--- config.mk ---
export PLATFORM = sky130hd
export DESIGN_NAME = rdsw_writer
export DESIGN_NICKNAME = d
export VERILOG_FILES = /design/src/hw/rdsw_pkg.sv /design/src/hw/rdsw_skid.sv /design/src/hw/rdsw_mode_reg.sv /design/src/hw/rdsw_writer.sv
export SDC_FILE = /design/constraint.sdc
export NUM_CORES = 1
export LEC_CHECK = 0
export ABC_CLOCK_PERIOD_IN_PS = 4800
export BUFFER_PORTS_ARGS = -buffer_cell sky130_fd_sc_hd__buf_2
export CAP_MARGIN = 25
export CORE_UTILIZATION = 30
export CTS_CLUSTER_DIAMETER = 200
export DETAILED_ROUTE_END_ITERATION = 16
export MAX_ROUTING_LAYER = met4
export SLEW_MARGIN = 30
export SYNTH_ARGS = -nofsm -noshare
export SYNTH_HDL_FRONTEND = slang
export SYNTH_HIERARCHICAL = 1
export SYNTH_SLANG_ARGS = --single-unit
export TNS_END_PERCENT = 1
--- constraint.sdc ---
create_clock -name core_clk -period 4.8 [get_ports core_clk]
set_input_delay 0.48 -clock core_clk [delete_from_list [all_inputs] [get_ports core_clk]]
set_output_delay 0.48 -clock core_clk [all_outputs]
set_load 0.03 [all_outputs]
--- src/hw/rdsw_pkg.sv ---
// Package: status word layout, mode encodings and widths for the status writer
package rdsw_pkg;

  localparam int unsigned RDSW_OWN_BIT     = 31;
  localparam int unsigned RDSW_FL_HI       = 30;
  localparam int unsigned RDSW_FL_LO       = 16;
  localparam int unsigned RDSW_FL_W        = 15;
  localparam int unsigned RDSW_ES_BIT      = 15;
  localparam int unsigned RDSW_LE_BIT      = 14;
  localparam int unsigned RDSW_DT_HI       = 13;
  localparam int unsigned RDSW_DT_LO       = 12;
  localparam int unsigned RDSW_RUNT_BIT    = 11;
  localparam int unsigned RDSW_MC_BIT      = 10;
  localparam int unsigned RDSW_FIRST_BIT   = 9;
  localparam int unsigned RDSW_LAST_BIT    = 8;
  localparam int unsigned RDSW_TL_BIT      = 7;
  localparam int unsigned RDSW_CS_BIT      = 6;
  localparam int unsigned RDSW_WD_BIT      = 4;
  localparam int unsigned RDSW_DB_BIT      = 2;
  localparam int unsigned RDSW_CE_BIT      = 1;
  localparam int unsigned RDSW_OF_BIT      = 0;

  // Operating mode register fields
  localparam int unsigned RDSW_OM_HI       = 11;
  localparam int unsigned RDSW_OM_LO       = 10;
  localparam int unsigned RDSW_PB_BIT      = 3;

  // Register port
  localparam logic [7:0]  RDSW_ADDR_MODE   = 8'h00;
  localparam logic [7:0]  RDSW_ADDR_STAT   = 8'h04;
  localparam logic [7:0]  RDSW_ADDR_CNT    = 8'h08;
  localparam logic [31:0] RDSW_MODE_RST    = 32'h0000_0000;

  localparam int unsigned RDSW_FIFO_DEPTH  = 2;
  localparam int unsigned RDSW_WORD_W      = 32;

  // Operating mode codes
  localparam logic [1:0]  RDSW_OM_NORMAL   = 2'h0;
  localparam logic [1:0]  RDSW_OM_INT_LB   = 2'h1;
  localparam logic [1:0]  RDSW_OM_EXT_LB   = 2'h2;
  localparam logic [1:0]  RDSW_OM_RSVD     = 2'h3;

  // Data type codes written to the status word
  localparam logic [1:0]  RDSW_DT_SERIAL   = 2'h0;
  localparam logic [1:0]  RDSW_DT_INT_LB   = 2'h1;
  localparam logic [1:0]  RDSW_DT_EXT_LB   = 2'h2;

  typedef enum logic [1:0] {
    RDSW_ST_IDLE  = 2'b00,
    RDSW_ST_WRITE = 2'b01,
    RDSW_ST_DROP  = 2'b10
  } rdsw_state_t;

endpackage

--- src/hw/rdsw_skid.sv ---
// Two-entry buffer with valid and ready on both sides
`timescale 1ns/1ps
module rdsw_skid
  import rdsw_pkg::*;
#(
  parameter int unsigned WIDTH = RDSW_WORD_W,
  parameter int unsigned DEPTH = RDSW_FIFO_DEPTH
) (
  // Clock and reset
  input  wire logic             core_clk,
  input  wire logic             rst_n,
  // Fill side
  input  wire logic             in_valid,
  output logic                  in_ready,
  input  wire logic [WIDTH-1:0] in_data,
  // Drain side
  output logic                  out_valid,
  input  wire logic             out_ready,
  output logic [WIDTH-1:0]      out_data
);

  localparam int unsigned AW = (DEPTH > 1) ? $clog2(DEPTH) : 1;

  typedef struct packed {
    logic [AW-1:0] wp;
    logic [AW-1:0] rp;
    logic [AW:0]   cnt;
  } rdsw_skid_st_t;

  rdsw_skid_st_t   st_r;
  rdsw_skid_st_t   st_nxt;
  logic [WIDTH-1:0] mem_r [DEPTH];

  logic push;
  logic pop;

  assign in_ready  = (st_r.cnt != (AW+1)'(DEPTH));
  assign out_valid = (st_r.cnt != '0);
  assign push      = in_valid && in_ready;
  assign pop       = out_valid && out_ready;
  assign out_data  = mem_r[st_r.rp];

  always_comb begin
    st_nxt = st_r;
    if (push) begin
      st_nxt.wp = (st_r.wp == AW'(DEPTH-1)) ? '0 : st_r.wp + AW'(1);
    end
    if (pop) begin
      st_nxt.rp = (st_r.rp == AW'(DEPTH-1)) ? '0 : st_r.rp + AW'(1);
    end
    if (push && !pop) begin
      st_nxt.cnt = st_r.cnt + (AW+1)'(1);
    end else if (pop && !push) begin
      st_nxt.cnt = st_r.cnt - (AW+1)'(1);
    end
  end

  always_ff @(posedge core_clk) begin
    if (!rst_n) begin
      st_r <= '0;
    end else begin
      st_r <= st_nxt;
    end
    if (push) begin
      mem_r[st_r.wp] <= in_data;
    end
  end

endmodule

--- src/hw/rdsw_mode_reg.sv ---
// Operating mode register with plain read and write port
`timescale 1ns/1ps
module rdsw_mode_reg
  import rdsw_pkg::*;
(
  // Clock and reset
  input  wire logic        core_clk,
  input  wire logic        rst_n,
  // Register port
  input  wire logic [7:0]  reg_addr,
  input  wire logic [31:0] reg_wdata,
  input  wire logic        reg_wr,
  input  wire logic        reg_rd,
  output logic [31:0]      reg_rdata,
  // Status shown to software
  input  wire logic [31:0] stat_word,
  input  wire logic [15:0] frame_cnt,
  // Mode to the writer
  output logic [31:0]      mode_word
);

  typedef struct packed {
    logic [31:0] mode;
    logic [31:0] rdata;
  } rdsw_reg_st_t;

  rdsw_reg_st_t st_r;
  rdsw_reg_st_t st_nxt;

  assign mode_word = st_r.mode;
  assign reg_rdata = st_r.rdata;

  always_comb begin
    st_nxt       = st_r;
    st_nxt.rdata = '0;
    if (reg_wr && reg_addr == RDSW_ADDR_MODE) begin
      st_nxt.mode = reg_wdata;
    end
    if (reg_rd) begin
      if (reg_addr == RDSW_ADDR_MODE) begin
        st_nxt.rdata = st_r.mode;
      end else if (reg_addr == RDSW_ADDR_STAT) begin
        st_nxt.rdata = stat_word;
      end else if (reg_addr == RDSW_ADDR_CNT) begin
        st_nxt.rdata = {16'h0000, frame_cnt};
      end else begin
        st_nxt.rdata = '0;
      end
    end
  end

  always_ff @(posedge core_clk) begin
    if (!rst_n) begin
      st_r <= {RDSW_MODE_RST, 32'h0000_0000};
    end else begin
      st_r <= st_nxt;
    end
  end

endmodule

--- src/hw/rdsw_writer.sv ---
// Receive status word builder: closes descriptors and writes their first word
//
// Implementation choices: the placing of the registers and the address-and-strobe port.
`timescale 1ns/1ps

// Summary of operation
// Bit 31 set means device owns descriptor
// Clear ownership at frame end or full
// Length field holds byte count with CRC
// Length valid only last, no length error
// Error summary ORs six error flags
// Summary, type, multicast valid only last
// Length error when next descriptor unavailable
// Data type encodes serial or loopback
// Data type follows operating mode field
// Runt flag for early collision or end
// Runt frames delivered only if pass-bad; here only single-descriptor runts are dropped
// Runt valid only last and no overflow
// Multicast flag for multicast destination
// Last flag on frame's final descriptor
// First flag on frame's first descriptor
// Overflow flag on FIFO truncation
// Status written with ownership release
// Touch descriptor only while owned
module rdsw_writer
  import rdsw_pkg::*;
#(
  parameter int unsigned FL_W = RDSW_FL_W
) (
  // Clock and reset
  input  wire logic            core_clk,
  input  wire logic            rst_n,
  // Register port
  input  wire logic [7:0]      reg_addr,
  input  wire logic [31:0]     reg_wdata,
  input  wire logic            reg_wr,
  input  wire logic            reg_rd,
  output logic [31:0]          reg_rdata,
  // Descriptor close request from the receive path
  input  wire logic            close_valid,
  output logic                 close_ready,
  input  wire logic            close_last,
  input  wire logic [FL_W-1:0] close_len,
  input  wire logic            close_fifo_ovf,
  input  wire logic            close_crc_err,
  input  wire logic            close_coll_seen,
  input  wire logic            close_too_long,
  input  wire logic            close_early_end,
  input  wire logic            close_next_free,
  input  wire logic            close_multicast,
  input  wire logic            close_watchdog,
  input  wire logic            close_dribble,
  // Ownership word read back from the descriptor being closed
  input  wire logic            desc_own,
  // Status word write to host memory
  output logic                 sw_valid,
  input  wire logic            sw_ready,
  output logic [31:0]          sw_data,
  // Frame discard indication
  output logic                 drop_pulse
);

  typedef struct packed {
    rdsw_state_t state;
    logic        in_frame;
    logic [31:0] word;
    logic [31:0] last_word;
    logic [15:0] frame_cnt;
    logic        drop;
  } rdsw_st_t;

  rdsw_st_t    st_r;
  rdsw_st_t    st_nxt;
  logic [31:0] mode_word;
  logic        fifo_in_ready;
  logic        fifo_in_valid;
  logic [1:0]  dt_code;
  logic        runt;
  logic        len_err;
  logic [31:0] built;

  // Mode field maps straight to the data type; reserved mode gives the serial type
  function automatic logic [1:0] mode_to_dt(input logic [1:0] om);
    case (om)
      RDSW_OM_INT_LB: mode_to_dt = RDSW_DT_INT_LB;
      RDSW_OM_EXT_LB: mode_to_dt = RDSW_DT_EXT_LB;
      default:        mode_to_dt = RDSW_DT_SERIAL;
    endcase
  endfunction

  rdsw_mode_reg u_regs (
    .core_clk  (core_clk),
    .rst_n     (rst_n),
    .reg_addr  (reg_addr),
    .reg_wdata (reg_wdata),
    .reg_wr    (reg_wr),
    .reg_rd    (reg_rd),
    .reg_rdata (reg_rdata),
    .stat_word (st_r.last_word),
    .frame_cnt (st_r.frame_cnt),
    .mode_word (mode_word)
  );

  assign dt_code = mode_to_dt(mode_word[RDSW_OM_HI:RDSW_OM_LO]);
  // Damage before the collision window; a late collision is seen separately
  assign runt    = close_early_end && !close_fifo_ovf;
  assign len_err = !close_last && !close_next_free;

  always_comb begin
    built = '0;
    built[RDSW_OWN_BIT]   = 1'b0;
    built[RDSW_FIRST_BIT] = !st_r.in_frame;
    // A length error ends the frame in this descriptor
    built[RDSW_LAST_BIT]  = close_last || len_err;
    built[RDSW_OF_BIT]    = close_fifo_ovf;
    if (close_last || len_err) begin
      // Length field kept clear when a length error made it meaningless
      if (!len_err) begin
        built[RDSW_FL_HI:RDSW_FL_LO] = RDSW_FL_W'(close_len);
      end
      built[RDSW_LE_BIT]          = len_err;
      built[RDSW_DT_HI:RDSW_DT_LO] = dt_code;
      built[RDSW_RUNT_BIT]        = runt;
      built[RDSW_MC_BIT]          = close_multicast;
      built[RDSW_TL_BIT]          = close_too_long;
      built[RDSW_CS_BIT]          = close_coll_seen;
      built[RDSW_WD_BIT]          = close_watchdog;
      built[RDSW_DB_BIT]          = close_dribble && !close_coll_seen && !runt;
      built[RDSW_CE_BIT]          = close_crc_err;
      built[RDSW_ES_BIT]          = close_fifo_ovf | close_crc_err | close_coll_seen
                                  | close_too_long | runt | len_err;
    end
  end

  // Only take a close while idle and the owning bit says the device holds it
  assign close_ready   = (st_r.state == RDSW_ST_IDLE) && desc_own;
  assign fifo_in_valid = (st_r.state == RDSW_ST_WRITE);
  assign drop_pulse    = st_r.drop;

  always_comb begin
    st_nxt      = st_r;
    st_nxt.drop = 1'b0;
    case (st_r.state)
      RDSW_ST_IDLE: begin
        if (close_valid && close_ready) begin
          // Single-descriptor runt frames are dropped unless pass-bad is set
          if (runt && close_last && !st_r.in_frame && !mode_word[RDSW_PB_BIT]) begin
            st_nxt.state = RDSW_ST_DROP;
          end else begin
            st_nxt.word  = built;
            st_nxt.state = RDSW_ST_WRITE;
          end
          st_nxt.in_frame = !(close_last || len_err);
        end
      end
      RDSW_ST_WRITE: begin
        // Whole word, ownership clear included, goes out in one beat
        if (fifo_in_ready) begin
          st_nxt.last_word = st_r.word;
          st_nxt.state     = RDSW_ST_IDLE;
          if (st_r.word[RDSW_LAST_BIT]) begin
            st_nxt.frame_cnt = st_r.frame_cnt + 16'h0001;
          end
        end
      end
      RDSW_ST_DROP: begin
        st_nxt.drop  = 1'b1;
        st_nxt.state = RDSW_ST_IDLE;
      end
      default: begin
        st_nxt.state = RDSW_ST_IDLE;
      end
    endcase
  end

  always_ff @(posedge core_clk) begin
    if (!rst_n) begin
      st_r <= '{state: RDSW_ST_IDLE, default: '0};
    end else begin
      st_r <= st_nxt;
    end
  end

  rdsw_skid #(
    .WIDTH (RDSW_WORD_W),
    .DEPTH (RDSW_FIFO_DEPTH)
  ) u_buf (
    .core_clk  (core_clk),
    .rst_n     (rst_n),
    .in_valid  (fifo_in_valid),
    .in_ready  (fifo_in_ready),
    .in_data   (st_r.word),
    .out_valid (sw_valid),
    .out_ready (sw_ready),
    .out_data  (sw_data)
  );

endmodule

# Word-level counts from Yosys, hierarchy flattened

Memory sizes are Yosys's and may differ from the RTL's. A register that Yosys moved wholly into a read port is not among the register bits.
Index checks and enable logic that the tools add are counted.

Register bits after elaboration: 146
Bits in latches: 0
RAM bits: 58
Bits in read-only memories: 0
Input port bits: 72
Output and inout port bits: 67
Word-level logic and storage cells: 90
Memories: 1

Memory list:

| memory      | depth | width | read ports | clocked after Yosys merged registers in | write ports | RTL line        | text |
|---|---|---|---|---|---|---|---|
| u_buf.mem_r | 2     | 29    | 1          | 1                                       | 1           | rdsw_skid.sv:32 | `logic [WIDTH-1:0] mem_r [DEPTH];` |

Add/sub/neg operators: 5
Multipliers: 0
Div/mod/pow operators: 0
$lt $le $gt $ge: 0
Equality and inequality tests: 9
Shifts and indexed selects: 0
Multiplexer cells: 23
Bitwise gates (word level): 6
Reductions and logical operators: 35

Operators by type and width:

| operator              | number |
|---|---|
| $mux 32               | 2 |
| $mux 35               | 1 |
| $mux 31               | 1 |
| $mux 21               | 1 |
| $add 16x1->16 const B | 1 |
| $mux 16               | 1 |
| $mux 15               | 1 |
| $logic_and 1x1->1     | 14 |
| $mux 2                | 6 |
| $logic_not 1->1       | 10 |
| $eq 8x3->1 const B    | 1 |
| $eq 8x4->1 const B    | 1 |
| $logic_not 8->1       | 1 |
| $mux 1                | 8 |
| $pmux 2 s2            | 2 |
| $reduce_and 2->1      | 4 |
| $reduce_and 3->1      | 2 |
| $or 1x1->1            | 5 |
| $eq 2x1->1 const B    | 2 |
| $eq 2x2->1 const B    | 2 |
| $ne 2x2->1 const B    | 2 |
| $reduce_bool 2->1     | 2 |
| $add 1x1->1 const B   | 2 |
| $add 2x1->2 const B   | 1 |
| 5 further kinds       | 5 |

# Longest topological paths before layout

Word-level depth: 9
Depth in mapped cells: 6
Mapped depth without buffers: 6

# Modules after synthesis

Netlist, hierarchy kept.

Modules (own cells, without submodules):

| module        | times used | cells an instance | area an instance (µm²) | sequential area each (µm²) |
|---|---|---|---|---|
| rdsw_writer   | 1          | 362               | 3,002.9                | 1,561.5 |
| rdsw_mode_reg | 1          | 285               | 2,648.8                | 1,281.2 |
| rdsw_skid     | 1          | 124               | 2,551.2                | 2,021.9 |

# Least setup slack after synthesis

Ideal clock, no wire load.

Path kind: input -> register
From: input reg_addr[5]
To: register u_regs.st_r (netlist bit u_regs/reg_rdata[21])
Library setup time: 0.064 ns
Arrival: 1.849 ns
Required time: 4.736 ns
Slack: 2.887 ns
Cell stages on the path: 5
Path through: or4_4 > or4_4 > buf_6 > buf_8 > nor2_1

Longest elaborated chain between the ends: 3
Elaborated cells on any way between the ends: 4

RTL lines:

| element                | RTL line            | text |
|---|---|---|
| start: declaration     | rdsw_writer.sv:34   | `input wire logic [7:0] reg_addr,` |
| $eq 8x3->1             | rdsw_mode_reg.sv:42 | `end else if (reg_addr == RDSW_ADDR_STAT) begin` |
| $mux 32                | rdsw_mode_reg.sv:42 |  |
| $mux 32 (*)            | rdsw_mode_reg.sv:40 | `if (reg_addr == RDSW_ADDR_MODE) begin` |
| end signal: assignment | rdsw_mode_reg.sv:54 | `st_r <= {RDSW_MODE_RST, 32'h0000_0000};` |
| end signal: assignment | rdsw_mode_reg.sv:56 | `st_r <= st_nxt;` |
| end: declaration       | rdsw_mode_reg.sv:27 | `rdsw_reg_st_t st_r;` |

Every way passes the cells marked *; elsewhere a longest branch is shown, timed or not.
A chain may end at the register's enable or synchronous reset.

==> run_summary.xml <==
<?xml version="1.0" encoding="UTF-8"?>
<metrics>
  <group name="outcome">
    <metric name="outcome" unit="">finished clean</metric>
  </group>
  <group name="job">
    <metric name="cap_viol_max_count" unit="">0</metric>
  </group>
  <group name="grt">
    <metric name="groute.usage.overall" unit="">0.147</metric>
    <metric name="global_route.usage.met2" unit="">0.216</metric>
    <metric name="grt.met3_usage" unit="">0.0286</metric>
    <metric name="groute.layer.met1.usage" unit="">0.209</metric>
    <metric name="grt_pass1_vias" unit="">5548</metric>
    <metric name="largest_net_degree_at_the_start_of_global_routing" unit="">47</metric>
    <metric name="globalRoute.busiestLayer" unit="">met2</metric>
    <metric name="antenna_violations_before_repair" unit="">0</metric>
    <metric name="grt_first_pass_wirelength" unit="mm">31.4</metric>
    <metric name="globalRoute.totalOverflow" unit="">0</metric>
  </group>
  <group name="floorplan">
    <metric name="design.die.area" unit="um2">28000</metric>
    <metric name="die_width" unit="um">167</metric>
    <metric name="rows" unit="">60</metric>
    <metric name="core-area" unit="um2">26900</metric>
    <metric name="floorplan.die.height" unit="um">167</metric>
    <metric name="start_util" unit="">0.305</metric>
    <metric name="top_level_ports" unit="">139</metric>
  </group>
  <group name="synthesis">
    <metric name="synthesis.yosys.warnings" unit="">6</metric>
    <metric name="postSynthAreaPerCell" unit="um2">10.6</metric>
    <metric name="synth-seq-cells" unit="">211</metric>
    <metric name="ys_async_sr_fraction" unit="">0</metric>
    <metric name="synth.yosys.seq_area_share" unit="">0.593</metric>
    <metric name="synth_cells" unit="">771</metric>
    <metric name="synth_area_leader_cell" unit="">sky130_fd_sc_hd__dfxtp_1</metric>
    <metric name="edff_count_synth" unit="">64</metric>
    <metric name="number_of_distinct_standard_cells_referenced_by_the_synthesized_netlist" unit="">52</metric>
    <metric name="synth_area_leaders" unit="">sky130_fd_sc_hd__dfxtp_1 36%, sky130_fd_sc_hd__edfxtp_1 23%, sky130_fd_sc_hd__mux2i_1 8.1%</metric>
    <metric name="most_frequently_used_flop_master_after_synthesis" unit="">sky130_fd_sc_hd__dfxtp_1</metric>
    <metric name="post-synth-top-area-fraction" unit="">0.359</metric>
    <metric name="synth_area" unit="um2">8200</metric>
  </group>
  <group name="place">
    <metric name="pre_cts_setup_slack" unit="ns">2.54</metric>
    <metric name="place.detailed.instances" unit="">1216</metric>
    <metric name="placement.io_buffers" unit="">138</metric>
    <metric name="hpwl" unit="mm">13.6</metric>
    <metric name="gp_congestion" unit="">0.752</metric>
  </group>
  <group name="clock_tree">
    <metric name="clock_root_buffer" unit="">sky130_fd_sc_hd__clkbuf_16</metric>
    <metric name="htree_levels" unit="">1</metric>
    <metric name="post-cts-setup-buffers" unit="">0</metric>
    <metric name="clock_sinks" unit="">211</metric>
    <metric name="post_cts_hold_buffer_count" unit="">0</metric>
    <metric name="numCtsBuffers" unit="">24</metric>
    <metric name="post_cts_resized" unit="">0</metric>
    <metric name="clock_latency_on_the_worst_skew_pair" unit="ns">0.50</metric>
    <metric name="reg_clk_slew_reported_paths" unit="ns">0.06</metric>
    <metric name="clock_tree_from_tritoncts" unit="">yes</metric>
    <metric name="max-clock-path-buffers" unit="">3</metric>
  </group>
  <group name="final_layout">
    <metric name="design.final.nets" unit="">975</metric>
    <metric name="layout-drive-gt1-share" unit="">0.263</metric>
    <metric name="layout.cells.non_filler" unit="">1260</metric>
    <metric name="share_of_the_core_filled_with_cells" unit="">0.371</metric>
    <metric name="n_antenna_cell" unit="">0</metric>
    <metric name="ff_latch_area" unit="um2">4870</metric>
    <metric name="most-common-layout-cells" unit="">170 x sky130_fd_sc_hd__nand2_1, 146 x sky130_fd_sc_hd__dfxtp_1, 138 x sky130_fd_sc_hd__buf_2, 76 x sky130_fd_sc_hd__a21oi_1, 66 x sky130_fd_sc_hd__mux2i_1</metric>
    <metric name="layout_area_overhead" unit="%">21.4</metric>
    <metric name="multi_input_comb_area" unit="um2">3120</metric>
    <metric name="fillers" unit="">2692</metric>
    <metric name="final_common_cell" unit="">sky130_fd_sc_hd__nand2_1</metric>
  </group>
  <group name="sta">
    <metric name="fmax" unit="MHz">391</metric>
    <metric name="maxSlewViolCount" unit="">0</metric>
    <metric name="period_minus_slack" unit="ns">2.56</metric>
    <metric name="timing.final.setup_violations" unit="">0</metric>
    <metric name="hold_violations" unit="">0</metric>
    <metric name="rsz0062_at_grt" unit="">false</metric>
    <metric name="max_slew.worst_pin.slew" unit="ns">0.917</metric>
    <metric name="clock_skew" unit="ns">0.0146</metric>
    <metric name="final_min_period_over_clock_period" unit="">0.533</metric>
    <metric name="fin_worst_hold_slack" unit="ns">0.224</metric>
    <metric name="slew_headroom" unit="">0.389</metric>
    <metric name="finalSetupTns" unit="ns">0</metric>
    <metric name="setup_slack" unit="ns">2.24</metric>
  </group>
  <group name="drt">
    <metric name="remaining_drc_errors" unit="">0</metric>
    <metric name="via_density_per_instance" unit="">4.59</metric>
    <metric name="via_count" unit="">5778</metric>
    <metric name="drt_iter0_markers" unit="">330</metric>
    <metric name="finalWirelength" unit="mm">20.5</metric>
    <metric name="routed_wire_length_per_instance" unit="um">16.3</metric>
    <metric name="antenna_viol_nets_final" unit="">0</metric>
    <metric name="firstDrtPassIters" unit="">5</metric>
  </group>
  <group name="setup_path">
    <metric name="cp_cell_sequence" unit="">mux2_2 -&gt; buf_2</metric>
    <metric name="timing.critical_path.arrival" unit="ns">2.08</metric>
    <metric name="slowest_delay" unit="ns">0.93</metric>
    <metric name="critPathKind" unit="">flip-flop to output pin</metric>
    <metric name="critical_path.slowest_cell" unit="">sky130_fd_sc_hd__dfxtp_2</metric>
    <metric name="critical_path_peak_fanout" unit="">32</metric>
    <metric name="cp-start-kind" unit="">flip-flop</metric>
    <metric name="crit_path_end_kind" unit="">output pin</metric>
    <metric name="cp.required" unit="ns">4.32</metric>
  </group>
  <group name="pwr">
    <metric name="power_density" unit="nW/um2">436</metric>
    <metric name="cellLeakagePower" unit="nW">3.67</metric>
    <metric name="peak_ir_drop_on_the_vdd_network" unit="uV">255</metric>
  </group>
  <group name="min_path">
    <metric name="min_path_type" unit="">primary input to flip-flop</metric>
  </group>
</metrics>
[state kept, by name, summed over array words and instances (netlist names), named ones only]
register	flops
drop_pulse	1
u_buf/st_r	4
u_buf/mem_r	64
st_r	77
u_regs/mode_word	32
u_regs/reg_rdata	32
[cells in the mapped netlist (7+ instances only)]
cell type / number
sky130_fd_sc_hd__mux2i_1: 66
sky130_fd_sc_hd__clkbuf_1: 28
sky130_fd_sc_hd__or2_2: 20
sky130_fd_sc_hd__edfxtp_1: 64
sky130_fd_sc_hd__nor2_1: 32
sky130_fd_sc_hd__dfxtp_1: 147
sky130_fd_sc_hd__xnor2_1: 10
sky130_fd_sc_hd__buf_2: 7
sky130_fd_sc_hd__mux2_2: 30
sky130_fd_sc_hd__nand3_1: 33
sky130_fd_sc_hd__nand2_1: 170
sky130_fd_sc_hd__a21oi_1: 76
sky130_fd_sc_hd__buf_4: 8
[through the flow]
| step | power, mW | cell area (um2) |
|---|---|---|
| 2_1_floorplan | 2.38 | 8230 |
| 3_5_place_dp | 2.55 | 9160 |
| 3_3_place_gp | 2.54 | 9160 |
| 6_report | 4.34 | 9960 |
| 4_1_cts | 4.39 | 9960 |
| 5_1_grt | 4.51 | 9960 |
[per-layer routing]
layer,vias to the layer above,part of all wire
met5,-,0
met1,2694,0.50
met3,20,0.061
li1,2897,-
met4,0,0.013
met2,167,0.43
[critical path, delay by kind of cell (launching register included)]
kind,cells,cell delay (ns)
buf+inv,1,0.19
flops,1,0.93
mux,1,0.45
[report_power, final]
| part | leakage (nW) | internal [mW] | switching [mW] |
|---|---|---|---|
| clock | 0.387 | 1.13 | 0.704 |
| combinational | 1.50 | 0.210 | 0.335 |
| sequential | 1.79 | 1.88 | 0.0772 |
[final cells by class]
| type | instances | area share |
|---|---|---|
| clock buffers | 35 | 0.0676 |
| well taps | 341 | 0.0428 |
| clock inverters | 9 | 0.0122 |
| inverters | 5 | 0.00188 |
| flip-flops and latches | 211 | 0.489 |
| repair buffers | 144 | 0.0739 |
| multi-input cells | 515 | 0.313 |
[path summary, 6_finish.rpt]
check	end	start	cells after the start	slack (ns)
setup / recovery	sw_data[9]	flip-flop	2	2.24
hold / removal	u_regs/mode_word[20]	reg_wdata[20]	3	0.22
setup reg to reg	st_r[79]	st_r[82]	4	2.76
hold reg to reg	u_regs/mode_word[24]	u_regs/mode_word[24]	2	0.45
[cells by family (layout without fill, tap and decap cells)]
group	Yosys count	count (layout)	synth area share
compound gates	89	89	0.0599
xor+xnor	13	13	0.0139
fa+ha+maj	2	2	0.00305
buf+inv	53	193	0.0313
flops	211	211	0.593
mux	98	98	0.124
other cells	1	9	0.000457
simple gates	304	304	0.174
No activity file was read; power rests on OpenSTA's default activity.
